### src/rtl/tkc_pkg.sv
// constants, register layouts and carriers of the timekeeper control block
package tkc_pkg;

    // ------------------------------------------------------------
    // register map
    // ------------------------------------------------------------
    localparam int          TKC_ADDR_W         = 12;
    localparam logic [11:0] TKC_CTRL_OFFSET    = 12'h010;
    localparam logic [11:0] TKC_STATUS_OFFSET  = 12'h014;
    localparam logic [11:0] TKC_LOCK_OFFSET    = 12'h018;
    localparam logic [11:0] TKC_AUX_OFFSET     = 12'h01C;
    localparam logic [11:0] TKC_EVENT_OFFSET   = 12'h020;
    localparam logic [11:0] TKC_MASK_OFFSET    = 12'h024;

    // ------------------------------------------------------------
    // field positions
    // ------------------------------------------------------------
    localparam int TKC_STAT_INVALID_BIT   = 0;
    localparam int TKC_STAT_OVERFLOW_BIT  = 1;
    localparam int TKC_STAT_COUNT_EN_BIT  = 4;
    localparam int TKC_LOCK_FIELD_LSB     = 3;
    localparam int TKC_LOCK_ONE_BIT       = 7;
    localparam int TKC_AUX_WAKE_FORCE_BIT = 0;
    localparam int TKC_EV_OVERFLOW        = 0;
    localparam int TKC_EV_INVALID         = 1;
    localparam int TKC_EV_IGNORED         = 2;
    localparam int TKC_EV_BUS_ERROR       = 3;
    localparam int TKC_NUM_EVENTS         = 4;
    // lock field index: 3 lock-lock, 2 status, 1 control, 0 compensation
    localparam int TKC_LK_LOCK            = 3;
    localparam int TKC_LK_STATUS          = 2;
    localparam int TKC_LK_CONTROL         = 1;

    // ------------------------------------------------------------
    // reset values
    // ------------------------------------------------------------
    localparam logic [31:0] TKC_CTRL_RESET    = 32'h0000_0000;
    localparam logic [3:0]  TKC_LOCK_RESET    = 4'hF;
    localparam logic [3:0]  TKC_EVENT_RESET   = 4'h0;
    localparam logic [3:0]  TKC_MASK_RESET    = 4'h0;

    // ------------------------------------------------------------
    // types
    // ------------------------------------------------------------
    typedef struct packed {
        logic [16:0] unused_hi;
        logic        reserved_14;
        logic [3:0]  load_trim;            // [3] 2pF .. [0] 16pF
        logic        clock_out_gate;
        logic        oscillator_enable;
        logic [2:0]  reserved_7_5;
        logic        wake_pin_source;
        logic        update_mode;
        logic        privileged_write_only;
        logic        wake_pin_enable;
        logic        soft_reset_bit;
    } tkc_ctrl_type;

    typedef struct packed {
        logic [11:0] paddr;
        logic        psel;
        logic        penable;
        logic        pwrite;
        logic [31:0] pwdata;
        logic [2:0]  pprot;
    } tkc_apb_req_type;

    typedef struct packed {
        logic [31:0] prdata;
        logic        pready;
        logic        pslverr;
    } tkc_apb_rsp_type;

    typedef struct packed {
        logic out;
        logic oe;
    } tkc_wake_type;

    typedef struct packed {
        tkc_ctrl_type    ctrl;
        logic            count_enable;
        logic            invalid;
        logic            overflow;
        logic [3:0]      lock;
        logic            wake_force;
        logic [3:0]      ev_status;
        logic [3:0]      ev_mask;
        tkc_apb_rsp_type rsp;
        logic            clk_sample;
        logic            periph_clk;
        logic            irq;
    } tkc_state_type;

endpackage

### src/rtl/tkc_wake_pin.sv
// open-drain wakeup pin driver with clock-out option
module tkc_wake_pin (
    // clock and reset
    input  wire logic                  clk,
    input  wire logic                  resetn,
    // control
    input  wire logic                  enable,
    input  wire logic                  source,
    input  wire logic                  gate,
    input  wire logic                  irq,
    input  wire logic                  force_on,
    input  wire logic                  clk32,
    // pin
    output tkc_pkg::tkc_wake_type      pin
);
    import tkc_pkg::*;

    tkc_wake_type pin_reg;
    tkc_wake_type pin_next;

    // ------------------------------------------------------------
    // pin selection
    // ------------------------------------------------------------
    always_comb begin
        pin_next.out = 1'b0;
        pin_next.oe  = 1'b0;
        if (enable) begin
            if (!source) begin
                pin_next.oe = irq | force_on;
            end else if (!gate) begin
                pin_next.oe  = 1'b1;
                pin_next.out = clk32;
            end
        end
    end

    always_ff @(posedge clk or negedge resetn) begin
        if (!resetn) begin
            pin_reg <= '0;
        end else begin
            pin_reg <= pin_next;
        end
    end

    assign pin = pin_reg;
endmodule

### src/rtl/tkc_control.sv
// timekeeper control, status and lock registers behind an APB slave
// Contract
// - load trim bits switch 2/4/8/16 pF
// - clock gate bit withholds 32 kHz clock
// - oscillator enable bit switches oscillator
// - bits 7..5 read as zero
// - open-drain low on interrupt or force
// - source one outputs routed 32 kHz clock
// - update mode allows count enable under lock
// - no update mode, locked writes ignored
// - non-supervisor write errors unless permitted
// - wake enable zero disables the pin
// - soft reset resets all but itself; the code also keeps the control lock, event status and event mask
// - soft reset bit cleared only by software/POR
// - control lock cleared ignores control writes
// - status lock cleared ignores status writes
// - invalid flag set by POR and soft reset
module tkc_control (
    // clock and reset
    input  wire logic                   SYS_CLK,
    input  wire logic                   RESETN,
    // register bus
    input  wire tkc_pkg::tkc_apb_req_type APB_REQ,
    output tkc_pkg::tkc_apb_rsp_type    APB_RSP,
    // oscillator
    input  wire logic                   OSC_CLK_IN,
    output logic [3:0]                  LOAD_TRIM,
    output logic                        OSC_ENABLE,
    output logic                        PERIPH_CLK32,
    // time counter link
    input  wire logic                   OVERFLOW_EVENT,
    input  wire logic                   TIME_SECONDS_WRITE,
    output logic                        TIME_COUNT_ENABLE,
    output logic                        TIME_INVALID,
    output logic                        TIME_OVERFLOW,
    output logic                        COMP_UNLOCKED,
    // wakeup pin and interrupt
    output logic                        WAKE_OUT,
    output logic                        WAKE_OE,
    output logic                        IRQ
);
    import tkc_pkg::*;

    tkc_state_type s_reg;
    tkc_state_type s_next;
    tkc_wake_type  wake_pin;

    logic          access;
    logic          commit;
    logic          wr_commit;
    logic          priv_fail;
    logic          hit_ctrl;
    logic          hit_status;
    logic          hit_lock;
    logic          hit_aux;
    logic          hit_event;
    logic          hit_mask;
    logic          mapped;
    logic          ce_writable;
    logic [3:0]    ev_set;
    logic [31:0]   rd_data;
    logic [31:0]   wd;

    // ------------------------------------------------------------
    // address decode
    // ------------------------------------------------------------
    assign hit_ctrl   = {APB_REQ.paddr[11:2], 2'b00} == TKC_CTRL_OFFSET;
    assign hit_status = {APB_REQ.paddr[11:2], 2'b00} == TKC_STATUS_OFFSET;
    assign hit_lock   = {APB_REQ.paddr[11:2], 2'b00} == TKC_LOCK_OFFSET;
    assign hit_aux    = {APB_REQ.paddr[11:2], 2'b00} == TKC_AUX_OFFSET;
    assign hit_event  = {APB_REQ.paddr[11:2], 2'b00} == TKC_EVENT_OFFSET;
    assign hit_mask   = {APB_REQ.paddr[11:2], 2'b00} == TKC_MASK_OFFSET;
    assign mapped     = hit_ctrl | hit_status | hit_lock | hit_aux | hit_event | hit_mask;
    assign wd         = APB_REQ.pwdata;

    // first access cycle, and the edge at which the transfer completes
    assign access    = APB_REQ.psel & APB_REQ.penable & ~s_reg.rsp.pready;
    assign commit    = APB_REQ.psel & APB_REQ.penable & s_reg.rsp.pready;
    assign wr_commit = commit & APB_REQ.pwrite & ~s_reg.rsp.pslverr;
    assign priv_fail = APB_REQ.pwrite & ~APB_REQ.pprot[0] & ~s_reg.ctrl.privileged_write_only;

    // count enable writable with the status lock open, or in update mode while invalid, overflow or count stopped
    assign ce_writable = s_reg.lock[TKC_LK_STATUS] |
                         (s_reg.ctrl.update_mode &
                          (s_reg.invalid | s_reg.overflow | ~s_reg.count_enable));

    // ------------------------------------------------------------
    // read data
    // ------------------------------------------------------------
    always_comb begin
        rd_data = 32'h0000_0000;
        if (hit_ctrl) begin
            rd_data = s_reg.ctrl;
            rd_data[31:15] = 17'h0_0000;
            rd_data[14]    = 1'b0;
            rd_data[7:5]   = 3'h0;
        end else if (hit_status) begin
            rd_data[TKC_STAT_COUNT_EN_BIT] = s_reg.count_enable;
            rd_data[TKC_STAT_OVERFLOW_BIT] = s_reg.overflow;
            rd_data[TKC_STAT_INVALID_BIT]  = s_reg.invalid;
        end else if (hit_lock) begin
            rd_data[TKC_LOCK_ONE_BIT] = 1'b1;
            rd_data[TKC_LOCK_FIELD_LSB +: 4] = s_reg.lock;
        end else if (hit_aux) begin
            rd_data[TKC_AUX_WAKE_FORCE_BIT] = s_reg.wake_force;
        end else if (hit_event) begin
            rd_data[TKC_NUM_EVENTS-1:0] = s_reg.ev_status;
        end else if (hit_mask) begin
            rd_data[TKC_NUM_EVENTS-1:0] = s_reg.ev_mask;
        end
    end

    // ------------------------------------------------------------
    // next state
    // ------------------------------------------------------------
    always_comb begin
        s_next = s_reg;
        ev_set = 4'h0;
        s_next.rsp.pready  = 1'b0;
        s_next.rsp.pslverr = 1'b0;
        s_next.clk_sample  = OSC_CLK_IN;
        // gated 32 kHz clock to other peripherals
        s_next.periph_clk  = s_reg.clk_sample & s_reg.ctrl.oscillator_enable &
                             ~s_reg.ctrl.clock_out_gate;

        // bus answer, one wait state
        if (access) begin
            s_next.rsp.pready  = 1'b1;
            s_next.rsp.pslverr = priv_fail | ~mapped;
            s_next.rsp.prdata  = APB_REQ.pwrite ? 32'h0000_0000 : rd_data;
            ev_set[TKC_EV_BUS_ERROR] = priv_fail | ~mapped;
        end

        // register writes
        if (wr_commit) begin
            if (hit_ctrl) begin
                if (s_reg.lock[TKC_LK_CONTROL]) begin
                    s_next.ctrl.load_trim             = wd[13:10];
                    s_next.ctrl.clock_out_gate        = wd[9];
                    s_next.ctrl.oscillator_enable     = wd[8];
                    s_next.ctrl.wake_pin_source       = wd[4];
                    s_next.ctrl.update_mode           = wd[3];
                    s_next.ctrl.privileged_write_only = wd[2];
                    s_next.ctrl.wake_pin_enable       = wd[1];
                    s_next.ctrl.soft_reset_bit        = wd[0];
                    // reserved bits are never stored
                    s_next.ctrl.reserved_14  = 1'b0;
                    s_next.ctrl.reserved_7_5 = 3'h0;
                    s_next.ctrl.unused_hi    = 17'h0_0000;
                end else begin
                    ev_set[TKC_EV_IGNORED] = 1'b1;
                end
            end
            if (hit_status) begin
                if (ce_writable) begin
                    s_next.count_enable = wd[TKC_STAT_COUNT_EN_BIT];
                end else begin
                    ev_set[TKC_EV_IGNORED] = 1'b1;
                end
            end
            if (hit_lock) begin
                if (s_reg.lock[TKC_LK_LOCK]) begin
                    // lock bits can only be cleared by software
                    s_next.lock = s_reg.lock & wd[TKC_LOCK_FIELD_LSB +: 4];
                end else begin
                    ev_set[TKC_EV_IGNORED] = 1'b1;
                end
            end
            if (hit_aux) begin
                s_next.wake_force = wd[TKC_AUX_WAKE_FORCE_BIT];
            end
            if (hit_event) begin
                s_next.ev_status = s_reg.ev_status & ~wd[TKC_NUM_EVENTS-1:0];
            end
            if (hit_mask) begin
                s_next.ev_mask = wd[TKC_NUM_EVENTS-1:0];
            end
        end

        // time counter flags
        if (TIME_SECONDS_WRITE && !s_reg.count_enable) begin
            s_next.invalid  = 1'b0;
            s_next.overflow = 1'b0;
        end
        if (OVERFLOW_EVENT && s_reg.count_enable) begin
            s_next.overflow = 1'b1;
            ev_set[TKC_EV_OVERFLOW] = 1'b1;
        end

        // soft reset holds control, status, wake force and lock in reset but itself and the control lock; events and mask keep
        if (s_reg.ctrl.soft_reset_bit) begin
            s_next.ctrl = TKC_CTRL_RESET;
            s_next.ctrl.soft_reset_bit = (wr_commit && hit_ctrl && s_reg.lock[TKC_LK_CONTROL]) ?
                                         wd[0] : 1'b1;
            s_next.count_enable = 1'b0;
            s_next.overflow     = 1'b0;
            s_next.invalid      = 1'b1;
            s_next.wake_force   = 1'b0;
            s_next.lock         = TKC_LOCK_RESET;
            s_next.lock[TKC_LK_CONTROL] = s_reg.lock[TKC_LK_CONTROL];
            ev_set[TKC_EV_INVALID] = ~s_reg.invalid;
        end

        // sticky events, set wins over clear
        s_next.ev_status = s_next.ev_status | ev_set;
        s_next.irq       = |(s_next.ev_status & s_next.ev_mask);
    end

    always_ff @(posedge SYS_CLK or negedge RESETN) begin
        if (!RESETN) begin
            s_reg              <= '0;
            s_reg.ctrl         <= TKC_CTRL_RESET;
            s_reg.invalid      <= 1'b1;
            s_reg.lock         <= TKC_LOCK_RESET;
            s_reg.ev_status    <= TKC_EVENT_RESET;
            s_reg.ev_mask      <= TKC_MASK_RESET;
        end else begin
            s_reg <= s_next;
        end
    end

    // ------------------------------------------------------------
    // wakeup pin
    // ------------------------------------------------------------
    tkc_wake_pin u_wake (
        .clk      (SYS_CLK),
        .resetn   (RESETN),
        .enable   (s_reg.ctrl.wake_pin_enable),
        .source   (s_reg.ctrl.wake_pin_source),
        .gate     (s_reg.ctrl.clock_out_gate),
        .irq      (s_reg.irq),
        .force_on (s_reg.wake_force),
        .clk32    (s_reg.periph_clk),
        .pin      (wake_pin)
    );

    // ------------------------------------------------------------
    // outputs
    // ------------------------------------------------------------
    assign APB_RSP           = s_reg.rsp;
    assign LOAD_TRIM         = s_reg.ctrl.load_trim;
    assign OSC_ENABLE        = s_reg.ctrl.oscillator_enable;
    assign PERIPH_CLK32      = s_reg.periph_clk;
    assign TIME_COUNT_ENABLE = s_reg.count_enable;
    assign TIME_INVALID      = s_reg.invalid;
    assign TIME_OVERFLOW     = s_reg.overflow;
    assign COMP_UNLOCKED     = s_reg.lock[0];
    assign WAKE_OUT          = wake_pin.out;
    assign WAKE_OE           = wake_pin.oe;
    assign IRQ               = s_reg.irq;
endmodule

### config.mk
export PLATFORM = sky130hd
export DESIGN_NAME = tkc_control
export DESIGN_NICKNAME = d
export VERILOG_FILES = /design/src/rtl/tkc_pkg.sv /design/src/rtl/tkc_wake_pin.sv /design/src/rtl/tkc_control.sv
export SDC_FILE = /design/constraint.sdc
export NUM_CORES = 1
export LEC_CHECK = 0
export BUFFER_PORTS_ARGS = -buffer_cell sky130_fd_sc_hd__buf_2
export CORE_MARGIN = 3
export CORE_UTILIZATION = 25
export CTS_CLUSTER_DIAMETER = 120
export DETAILED_ROUTE_END_ITERATION = 10
export GPL_TIMING_DRIVEN = 0
export PLACE_DENSITY_LB_ADDON = 0.05
export SLEW_MARGIN = 25
export SYNTH_ARGS = -nofsm -noshare
export SYNTH_HDL_FRONTEND = slang
export SYNTH_HIERARCHICAL = 1
export SYNTH_SLANG_ARGS = --single-unit
### constraint.sdc
create_clock -name SYS_CLK -period 3 [get_ports SYS_CLK]
set_input_delay 0.6 -clock SYS_CLK [delete_from_list [all_inputs] [get_ports SYS_CLK]]
set_output_delay 0.6 -clock SYS_CLK [all_outputs]
set_load 0.02 [all_outputs]
==> impl_metrics.env, run 1 <==
export IMPL_cp_arrival_ps=2810
export IMPL_cts_root_buffer="clkbuf_8"
export IMPL_grt_setup_unrepaired="false"
export IMPL_ys_seq_elements=48
export IMPL_ant_nets=0
export IMPL_antenna_cells=0
export IMPL_clockBufferDepth=2
export IMPL_io_buffers=58
export IMPL_via_per_inst=4.375
export IMPL_drc=0
export IMPL_wl_per_cell_um=14.95
export IMPL_start_util_pct=25.78
export IMPL_grt_pass1_wl_mm=11.30
export IMPL_wirelength_mm=7.012
export IMPL_postCtsSetupBuffers=0
export IMPL_cpPeakStageDelay_ps=560
export IMPL_setup_viol=0
export IMPL_cp_cell_sequence="buf_2 > or4_4 > nor3_1 > nand2_1 > nor3_2 > a221o_1"
export IMPL_largest_reg_flops=19
export IMPL_fillers=1080
export IMPL_critPathSlowestCell="or4_4"
export IMPL_critPathBufInv=1
export IMPL_worst_slew_pin_slew_ps=644.5
export IMPL_std_cell_rows=36
export IMPL_maxCapViolCount=0
export IMPL_synth_edf_count=0
export IMPL_dp_hpwl_mm=5.267
export IMPL_synthArstFlopShare_pct=100.0
export IMPL_stdcell_count=469
export IMPL_max_freq_mhz=388.6
export IMPL_yosysTopAreaCell="dfrtp_1"
export IMPL_cts_buffers=5
export IMPL_drt_iter0_drc=96
export IMPL_path_class="in2reg"
export IMPL_ctsResizeCount=0
export IMPL_finalPower_mw=1.181
export IMPL_synth_distinct_cells=52
export IMPL_p_leak_nw=1.660
export IMPL_synth_area_leaders="dfrtp_1 43%, buf_4 11%, nand2_1 5.8%"
export IMPL_synth_most_common_cell="dfrtp_1"
export IMPL_min_period_ps=2573
export IMPL_clkTransAtPathRegs_ps=90
export IMPL_cts_tree="done"
export IMPL_yosysTopAreaCellShare_pct=42.51
export IMPL_drv_slew=0
export IMPL_cts_hold_buf=0
export IMPL_status="finished, final reports clean"
export IMPL_endpoint_kind="flip-flop"
export IMPL_required_ps=3240
export IMPL_powerDensity_mw_per_mm2=375.0
export IMPL_gr_total_overflow=0
export IMPL_grt_pass1_vias=2052
export IMPL_syn_area_mm2=0.002531
export IMPL_syn_inst=253
export IMPL_place_congestion=0.7838
export IMPL_io_pins=102
export IMPL_die_h_um=106.6
export IMPL_finalSetupTns_ps=0
export IMPL_finalClockSkew_ps=11.05
export IMPL_synth_common_cells="43 x dfrtp_1, 39 x nand2_1, 38 x buf_4"
export IMPL_antenna_found_initial=0
export IMPL_grt_usage_pct=12.84
export IMPL_areaGrowthSynthToFinish_pct=24.37
export IMPL_dieArea_mm2=0.01137
export IMPL_cp_max_fo=7
export IMPL_hp_class="in2async"
export IMPL_avgSynthCellArea_um2=10.00
export IMPL_cp_top_family="simple AND/OR/NAND/NOR gates"
export IMPL_ys_seq_area_share_pct=47.70
export IMPL_finalHoldViolations=0
export IMPL_num_vias=2052
export IMPL_period_share_pct=85.78
export IMPL_grt_max_degree=49
export IMPL_fp_dieW_um=106.6
export IMPL_slew_headroom_pct=56.68
export IMPL_core_area_mm2=0.009819
export IMPL_yosysWarningCount=6
export IMPL_synth_ff_type="dfrtp_1"
export IMPL_drt_pass1_iterations=4
export IMPL_cts_sinks=48
export IMPL_nNetsFinal=390
export IMPL_dp_cells=461
export IMPL_ir_worst_vdd_v=0.0001480
export IMPL_htreeDepth=2
export IMPL_drive_above_1_share_pct=36.31
export IMPL_clk_latency_ps=310
export IMPL_critPathLaunchType="input pin"
-- per-layer routing --
| metal | GRT usage [%] | up-vias | routed length, µm |
|---|---|---|---|
| met4 | 3.014 | 0 | 74 |
| met2 | 20.14 | 60 | 3159 |
| met3 | 2.408 | 6 | 340 |
| met5 | 0 | - | 0 |
| met1 | 18.35 | 983 | 3438 |
| li1 | - | 1003 | - |
-- per-stage QoR --
step                worst slack, ps  hold WS [ps]  util [%]  cell area, µm²
finish                        426.5         304.1     32.06            3148
global route                  278.8         356.2     32.06            3148
CTS                           422.7         335.8     32.06            3148
detailed placement            106.1         470.5     31.10            3054
global placement              70.31         456.7     31.08            3052
floorplan                     552.8         304.4         -            2595
-- cells in the final DEF, fill, tap and decap left out, drive strengths merged, types with 5 or more instances in the layout --
cell     n
nor2    10
a22o    10
a21oi   12
nand2b   6
dfrtp   43
inv      6
nor3     5
buf     98
o21ai    6
nand2   39
conb    18
dfstp    5
mux2i    9
clkbuf  14
-- power by group --
part | internal [mW] | switching, mW | total (mW)
sequential | 0.649 | 0.00152 | 0.651
clock | 0.188 | 0.222 | 0.409
combinational | 0.0446 | 0.0759 | 0.120
total | 0.882 | 0.299 | 1.18
-- area by class of cell --
type | count | area (µm²) | share of cell area [%]
Timing Repair Buffer | 58 | 292.8 | 9.300
Buffer | 47 | 320.3 | 10.17
Tap cell | 133 | 166.4 | 5.286
Clock buffer | 7 | 86.33 | 2.742
Sequential cell | 48 | 1207 | 38.35
Clock inverter | 1 | 7.507 | 0.2385
Multi-Input combinational cell | 169 | 1045 | 33.19
Inverter | 6 | 22.52 | 0.7154
-- worst reg2reg max path, delay by kind of cell, from the launching register on --
| kind | cells | cell delay (ps) |
|---|---|---|
| AND/OR/NAND/NOR | 4 | 1500 |
| flip-flops | 1 | 410 |
| AO/OA/AOI/OAI | 1 | 240 |
-- cells by family after synthesis --
logic type / count (synthesis) / share of synthesized area [%]
AND/OR/NAND/NOR: 89 / 18.88
buffers and inverters: 53 / 13.54
AO/OA/AOI/OAI: 50 / 14.53
flip-flops: 48 / 47.70
multiplexers: 12 / 5.190
other: 1 / 0.1482
-- final timing paths --
check	start	endpoint	slack [ps]	cells past startpoint
worst min-delay path	RESETN	APB_RSP[13]$_DFFE_PN0P_	300	1
worst max register to register	APB_RSP[1]$_DFF_PN0_	APB_RSP[4]$_DFFE_PN0P_	780	5
worst max-delay path	APB_REQ[45]	APB_RSP[4]$_DFFE_PN0P_	430	6
max in group asynchronous	RESETN	s_reg[37]$_DFF_PN0_	2280	1
min in group SYS_CLK	OSC_CLK_IN	s_reg[2]$_DFF_PN0_	390	1
worst min register to register	APB_RSP[3]$_DFFE_PN0P_	APB_RSP[3]$_DFFE_PN0P_	480	2
(Power assumes the default switching activity.)
==> run 2, diff against run 1 <==
- CTS_BUF_LIST: unset -> sky130_fd_sc_hd__clkbuf_16
==> impl_metrics.env, run 2 (synthesized netlist as in run 1, its figures left out) <==
export IMPL_status="finished, final reports clean"
export IMPL_grt_setup_unrepaired="false"
export IMPL_crit_start="APB_REQ[45]"
export IMPL_clockBufferDepth=2
export IMPL_final_common_cell="buf_2"
export IMPL_fp_dieW_um=106.6
export IMPL_grt_pass1_vias=2063
export IMPL_via_per_inst=4.365
export IMPL_ant_nets=0
export IMPL_cpPeakStageDelay_ps=560
export IMPL_cts_tree="done"
export IMPL_gr_total_overflow=0
export IMPL_cts_root_buffer="clkbuf_16"
export IMPL_wl_per_cell_um=14.96
export IMPL_ir_worst_vdd_v=0.0001908
export IMPL_finalSetupTns_ps=0
export IMPL_max_freq_mhz=388.3
export IMPL_drive_above_1_share_pct=36.01
export IMPL_nNetsFinal=390
export IMPL_wirelength_mm=7.016
export IMPL_hp_class="in2async"
export IMPL_fillers=1074
export IMPL_drc=0
export IMPL_critPathLaunchType="input pin"
export IMPL_drv_slew=0
export IMPL_ctsResizeCount=0
export IMPL_htreeDepth=2
export IMPL_place_congestion=0.7838
export IMPL_worst_slew_pin_slew_ps=647.1
export IMPL_period_share_pct=85.84
export IMPL_critPathSlowestCell="or4_4"
export IMPL_dp_hpwl_mm=5.267
export IMPL_reg2reg_setup_slack_ps=780
export IMPL_reg2reg_from="APB_RSP[1]$_DFF_PN0_"
export IMPL_clkTransAtPathRegs_ps=60
export IMPL_std_cell_rows=36
export IMPL_ff2ff_path_depth=5
export IMPL_cp_top_family="simple AND/OR/NAND/NOR gates"
export IMPL_r2r_end="APB_RSP[4]$_DFFE_PN0P_"
export IMPL_clk_latency_ps=290
export IMPL_p_leak_nw=1.684
export IMPL_antenna_found_initial=0
export IMPL_drt_iter0_drc=88
export IMPL_path_class="in2reg"
export IMPL_dieArea_mm2=0.01137
export IMPL_largest_reg_flops=19
export IMPL_finalHoldViolations=0
export IMPL_powerDensity_mw_per_mm2=410.3
export IMPL_finalClockSkew_ps=7.508
export IMPL_final_cell_mix="58 x buf_2, 43 x dfrtp_1, 39 x nand2_1, 39 x buf_4, 18 x conb_1"
export IMPL_cts_buffers=5
export IMPL_worst_path_stages=6
export IMPL_antenna_cells=0
export IMPL_finalPower_mw=1.311
export IMPL_io_buffers=58
export IMPL_postCtsSetupBuffers=0
export IMPL_critPathBufInv=1
export IMPL_design_area_mm2=0.003194
export IMPL_cp_arrival_ps=2790
export IMPL_core_area_mm2=0.009819
export IMPL_required_ps=3220
export IMPL_slew_headroom_pct=56.50
export IMPL_maxCapViolCount=0
export IMPL_drt_pass1_iterations=4
export IMPL_grt_max_degree=49
export IMPL_grt_usage_pct=12.85
export IMPL_cts_sinks=48
export IMPL_endpoint_kind="flip-flop"
export IMPL_start_util_pct=25.78
export IMPL_grt_pass1_wl_mm=11.34
export IMPL_finalHoldWorstSlack_ps=325.0
export IMPL_min_period_ps=2575
export IMPL_cp_max_fo=7
export IMPL_dpl_cell_area_mm2=0.003054
export IMPL_cp_cell_sequence="buf_2 > or4_4 > nor3_1 > nand2_1 > nor3_2 > a221o_1"
export IMPL_setup_viol=0
export IMPL_cts_hold_buf=0
export IMPL_die_h_um=106.6
export IMPL_io_pins=102
export IMPL_areaGrowthSynthToFinish_pct=26.20
export IMPL_cp_endpoint="APB_RSP[4]$_DFFE_PN0P_"
export IMPL_num_vias=2047
## run 2: changes by cell type in the layout (fill, tap and decap cells not counted)
cell,change
clkbuf_1,-1
clkbuf_16,+5
clkbuf_8,-6
clkinv_1,+1
inv_1,+1
## run 2: worst min-delay path by stage
| stage | cells after the start | to | slack [ps] |
|---|---|---|---|
| after floorplan | 0 | APB_RSP[0]$_DFF_PN0_ | 300 |
| after global placement | 2 | APB_RSP[3]$_DFFE_PN0P_ | 460 |
| after detailed placement | 2 | APB_RSP[3]$_DFFE_PN0P_ | 470 |
| after CTS | 1 | LOAD_TRIM[3]$_DFFE_PN0P_ | 360 |
| after global routing | 1 | APB_RSP[13]$_DFFE_PN0P_ | 390 |
| final | 1 | APB_RSP[13]$_DFFE_PN0P_ | 330 |
## run 2: final cells by class
cell class,instances,area (µm²),area share [%]
buffer,47,320.3,10.03
clock buffer,5,125.1,3.917
clock inverter,3,15.01,0.4700
inverter,6,22.52,0.7051
multi-input combinational,169,1045,32.71
sequential,48,1207,37.80
tap,133,166.4,5.210
timing repair buffer,58,292.8,9.166
## run 2: per-stage QoR
step | setup WS (ps) | util [%] | std cells
global route | 252.6 | 32.53 | 469
floorplan | 552.8 | - | 270
detailed placement | 106.1 | 31.10 | 461
global placement | 70.31 | 31.08 | 461
finish | 424.8 | 32.53 | 469
CTS | 399.5 | 32.53 | 469
## run 2: worst reg2reg max path, cell delays in order (launching register included)
cell      delay (ps)
dfrtp_1          410
nand3b_1         440
nor2_1           360
nand2_1          180
nor3_2           520
a221o_1          240
## run 2: layer usage
| layer | part of all wire, % | wire length (µm) | global-route usage [%] |
|---|---|---|---|
| met5 | 0 | 0 | 0 |
| met3 | 4.8 | 336 | 2.408 |
| met1 | 49 | 3420 | 18.19 |
| met2 | 46 | 3219 | 20.50 |
| met4 | 0.54 | 38 | 2.740 |
## run 2: power breakdown
| part | total, mW | switching [mW] | internal (mW) |
|---|---|---|---|
| Clock | 0.539 | 0.236 | 0.303 |
| Sequential | 0.651 | 0.00152 | 0.650 |
| Combinational | 0.121 | 0.0759 | 0.0446 |
==> run 3, diff against run 2 <==
- CORE_MARGIN: 3 -> 4
==> impl_metrics.env, run 3 (synthesized netlist as in run 1, its figures left out) <==
export IMPL_antenna_cells=0
export IMPL_cp_cell_sequence="buf_2 > or4_4 > nor3_1 > nand2_1 > nor3_2 > a221o_1"
export IMPL_switchingPower_mw=0.3291
export IMPL_postCtsSetupBuffers=0
export IMPL_std_cell_rows=36
export IMPL_ir_worst_vdd_v=0.0001824
export IMPL_p_seq_share_pct=48.9
export IMPL_antenna_found_initial=0
export IMPL_drt_pass1_iterations=4
export IMPL_io_pins=102
export IMPL_ant_nets=0
export IMPL_hp_class="in2async"
export IMPL_fillers=1097
export IMPL_endpoint_kind="flip-flop"
export IMPL_drive_above_1_share_pct=36.31
export IMPL_gr_total_overflow=0
export IMPL_grt_pass1_vias=2173
export IMPL_power_frac_comb_pct=9.1
export IMPL_multi_input_area_mm2=0.001045
export IMPL_cp_arrival_ps=2790
export IMPL_core_area_mm2=0.009819
export IMPL_worst_slew_pin_slew_ps=686.3
export IMPL_critPathLaunchType="input pin"
export IMPL_fp_dieW_um=108.6
export IMPL_finalSetupTns_ps=0
export IMPL_finalClockSkew_ps=4.982
export IMPL_cts_root_buffer="clkbuf_16"
export IMPL_critPathBufInv=1
export IMPL_cts_sinks=48
export IMPL_die_h_um=108.6
export IMPL_cpPeakStageDelay_ps=560
export IMPL_cts_buffers=5
export IMPL_final_common_cell="buf_2"
export IMPL_max_freq_mhz=390.8
export IMPL_grt_pass1_wl_mm=11.62
export IMPL_grt_setup_unrepaired="false"
export IMPL_wirelength_mm=7.101
export IMPL_ctsResizeCount=0
export IMPL_drc=0
export IMPL_start_util_pct=25.78
export IMPL_num_vias=2006
export IMPL_design_area_mm2=0.003197
export IMPL_powerDensity_mw_per_mm2=416.4
export IMPL_critPathSlowestCell="or4_4"
export IMPL_nNetsFinal=390
export IMPL_clockBufferDepth=2
export IMPL_maxCapViolCount=0
export IMPL_io_buffers=58
export IMPL_dp_hpwl_mm=5.365
export IMPL_cp_top_family="simple AND/OR/NAND/NOR gates"
export IMPL_areaGrowthSynthToFinish_pct=26.30
export IMPL_path_class="in2reg"
export IMPL_drv_slew=0
export IMPL_grt_usage_pct=12.95
export IMPL_swShare_pct=24.72
export IMPL_final_cell_mix="58 x buf_2, 43 x dfrtp_1, 39 x nand2_1, 39 x buf_4, 18 x conb_1"
export IMPL_intPower_mw=1.002
export IMPL_p_leak_nw=1.687
export IMPL_cp_max_fo=7
export IMPL_dieArea_mm2=0.01180
export IMPL_dpl_cell_area_mm2=0.003054
export IMPL_required_ps=3230
export IMPL_clkTransAtPathRegs_ps=70
export IMPL_via_per_inst=4.277
export IMPL_setup_viol=0
export IMPL_wl_per_cell_um=15.14
export IMPL_p_clk_share_pct=42.0
export IMPL_cts_hold_buf=0
export IMPL_largest_reg_flops=19
export IMPL_drt_iter0_drc=55
export IMPL_grt_max_degree=49
export IMPL_period_share_pct=85.30
export IMPL_slew_headroom_pct=53.87
export IMPL_min_period_ps=2559
export IMPL_cts_tree="done"
export IMPL_finish_utilization_pct=32.56
export IMPL_htreeDepth=2
export IMPL_place_congestion=0.8006
export IMPL_status="finished, final reports clean"
export IMPL_seq_area_mm2=0.001207
export IMPL_clk_latency_ps=290
export IMPL_finalHoldViolations=0
==> run 3: cell count changes in the layout (fill, tap and decap cells not counted), sizes merged <==
cell and change:
clkinv +1, clkinvlp -1
==> run 3: worst paths after layout <==
kind / startpoint / end / slack (ps) / cells past startpoint
max: APB_REQ[45] / APB_RSP[4]$_DFFE_PN0P_ / 440 / 6
min: RESETN / s_reg[42]$_DFF_PN0_ / 330 / 1
max reg2reg: APB_RSP[1]$_DFF_PN0_ / APB_RSP[4]$_DFFE_PN0P_ / 810 / 5
min reg2reg: APB_RSP[3]$_DFFE_PN0P_ / APB_RSP[3]$_DFFE_PN0P_ / 470 / 2
max in group asynchronous: RESETN / s_reg[55]$_DFFE_PN0P_ / 2250 / 1
min in group SYS_CLK: OSC_CLK_IN / s_reg[2]$_DFF_PN0_ / 410 / 1
==> run 3: layout make-up <==
type,count,area share [%]
inverter,6,0.7045
tap,133,5.205
buffer,47,10.02
timing repair buffer,58,9.159
clock inverter,3,0.5479
sequential,48,37.77
multi-input combinational,169,32.68
clock buffer,5,3.914
==> run 3: metrics by stage <==
| stage | setup slack, ps | hold WS [ps] | cells | power [mW] |
|---|---|---|---|---|
| global route | 246.2 | 394.2 | 469 | 1.385 |
| finish | 441.0 | 327.8 | 469 | 1.331 |
| global placement | 32.60 | 456.9 | 461 | 0.7859 |
| detailed placement | 122.7 | 470.9 | 461 | 0.7862 |
| CTS | 424.4 | 361.1 | 469 | 1.357 |
| floorplan | 552.8 | 304.4 | 270 | 0.7333 |
==> run 3: power by group through the flow <==
stage	combinational [mW]	sequential, mW	clock (mW)
floorplan	0.0704	0.663	0
global placement	0.123	0.663	0
detailed placement	0.123	0.663	0
CTS	0.123	0.651	0.583
global route	0.135	0.651	0.598
finish	0.121	0.651	0.559
==> run 3: metal layers <==
| layer | vias to the layer above | global-route usage, % | wire length (µm) |
|---|---|---|---|
| met5 | - | 0 | 0 |
| met4 | 0 | 4.058 | 83 |
| met3 | 7 | 1.835 | 304 |
| met2 | 50 | 21.36 | 3288 |
| met1 | 947 | 17.57 | 3424 |
| li1 | 1002 | - | - |
==> run 3: worst register-to-register path, delay by kind of cell (launching register included) <==
kind            cells  cell delay (ps)
simple gates        4             1490
compound gates      1              240
flops               1              400
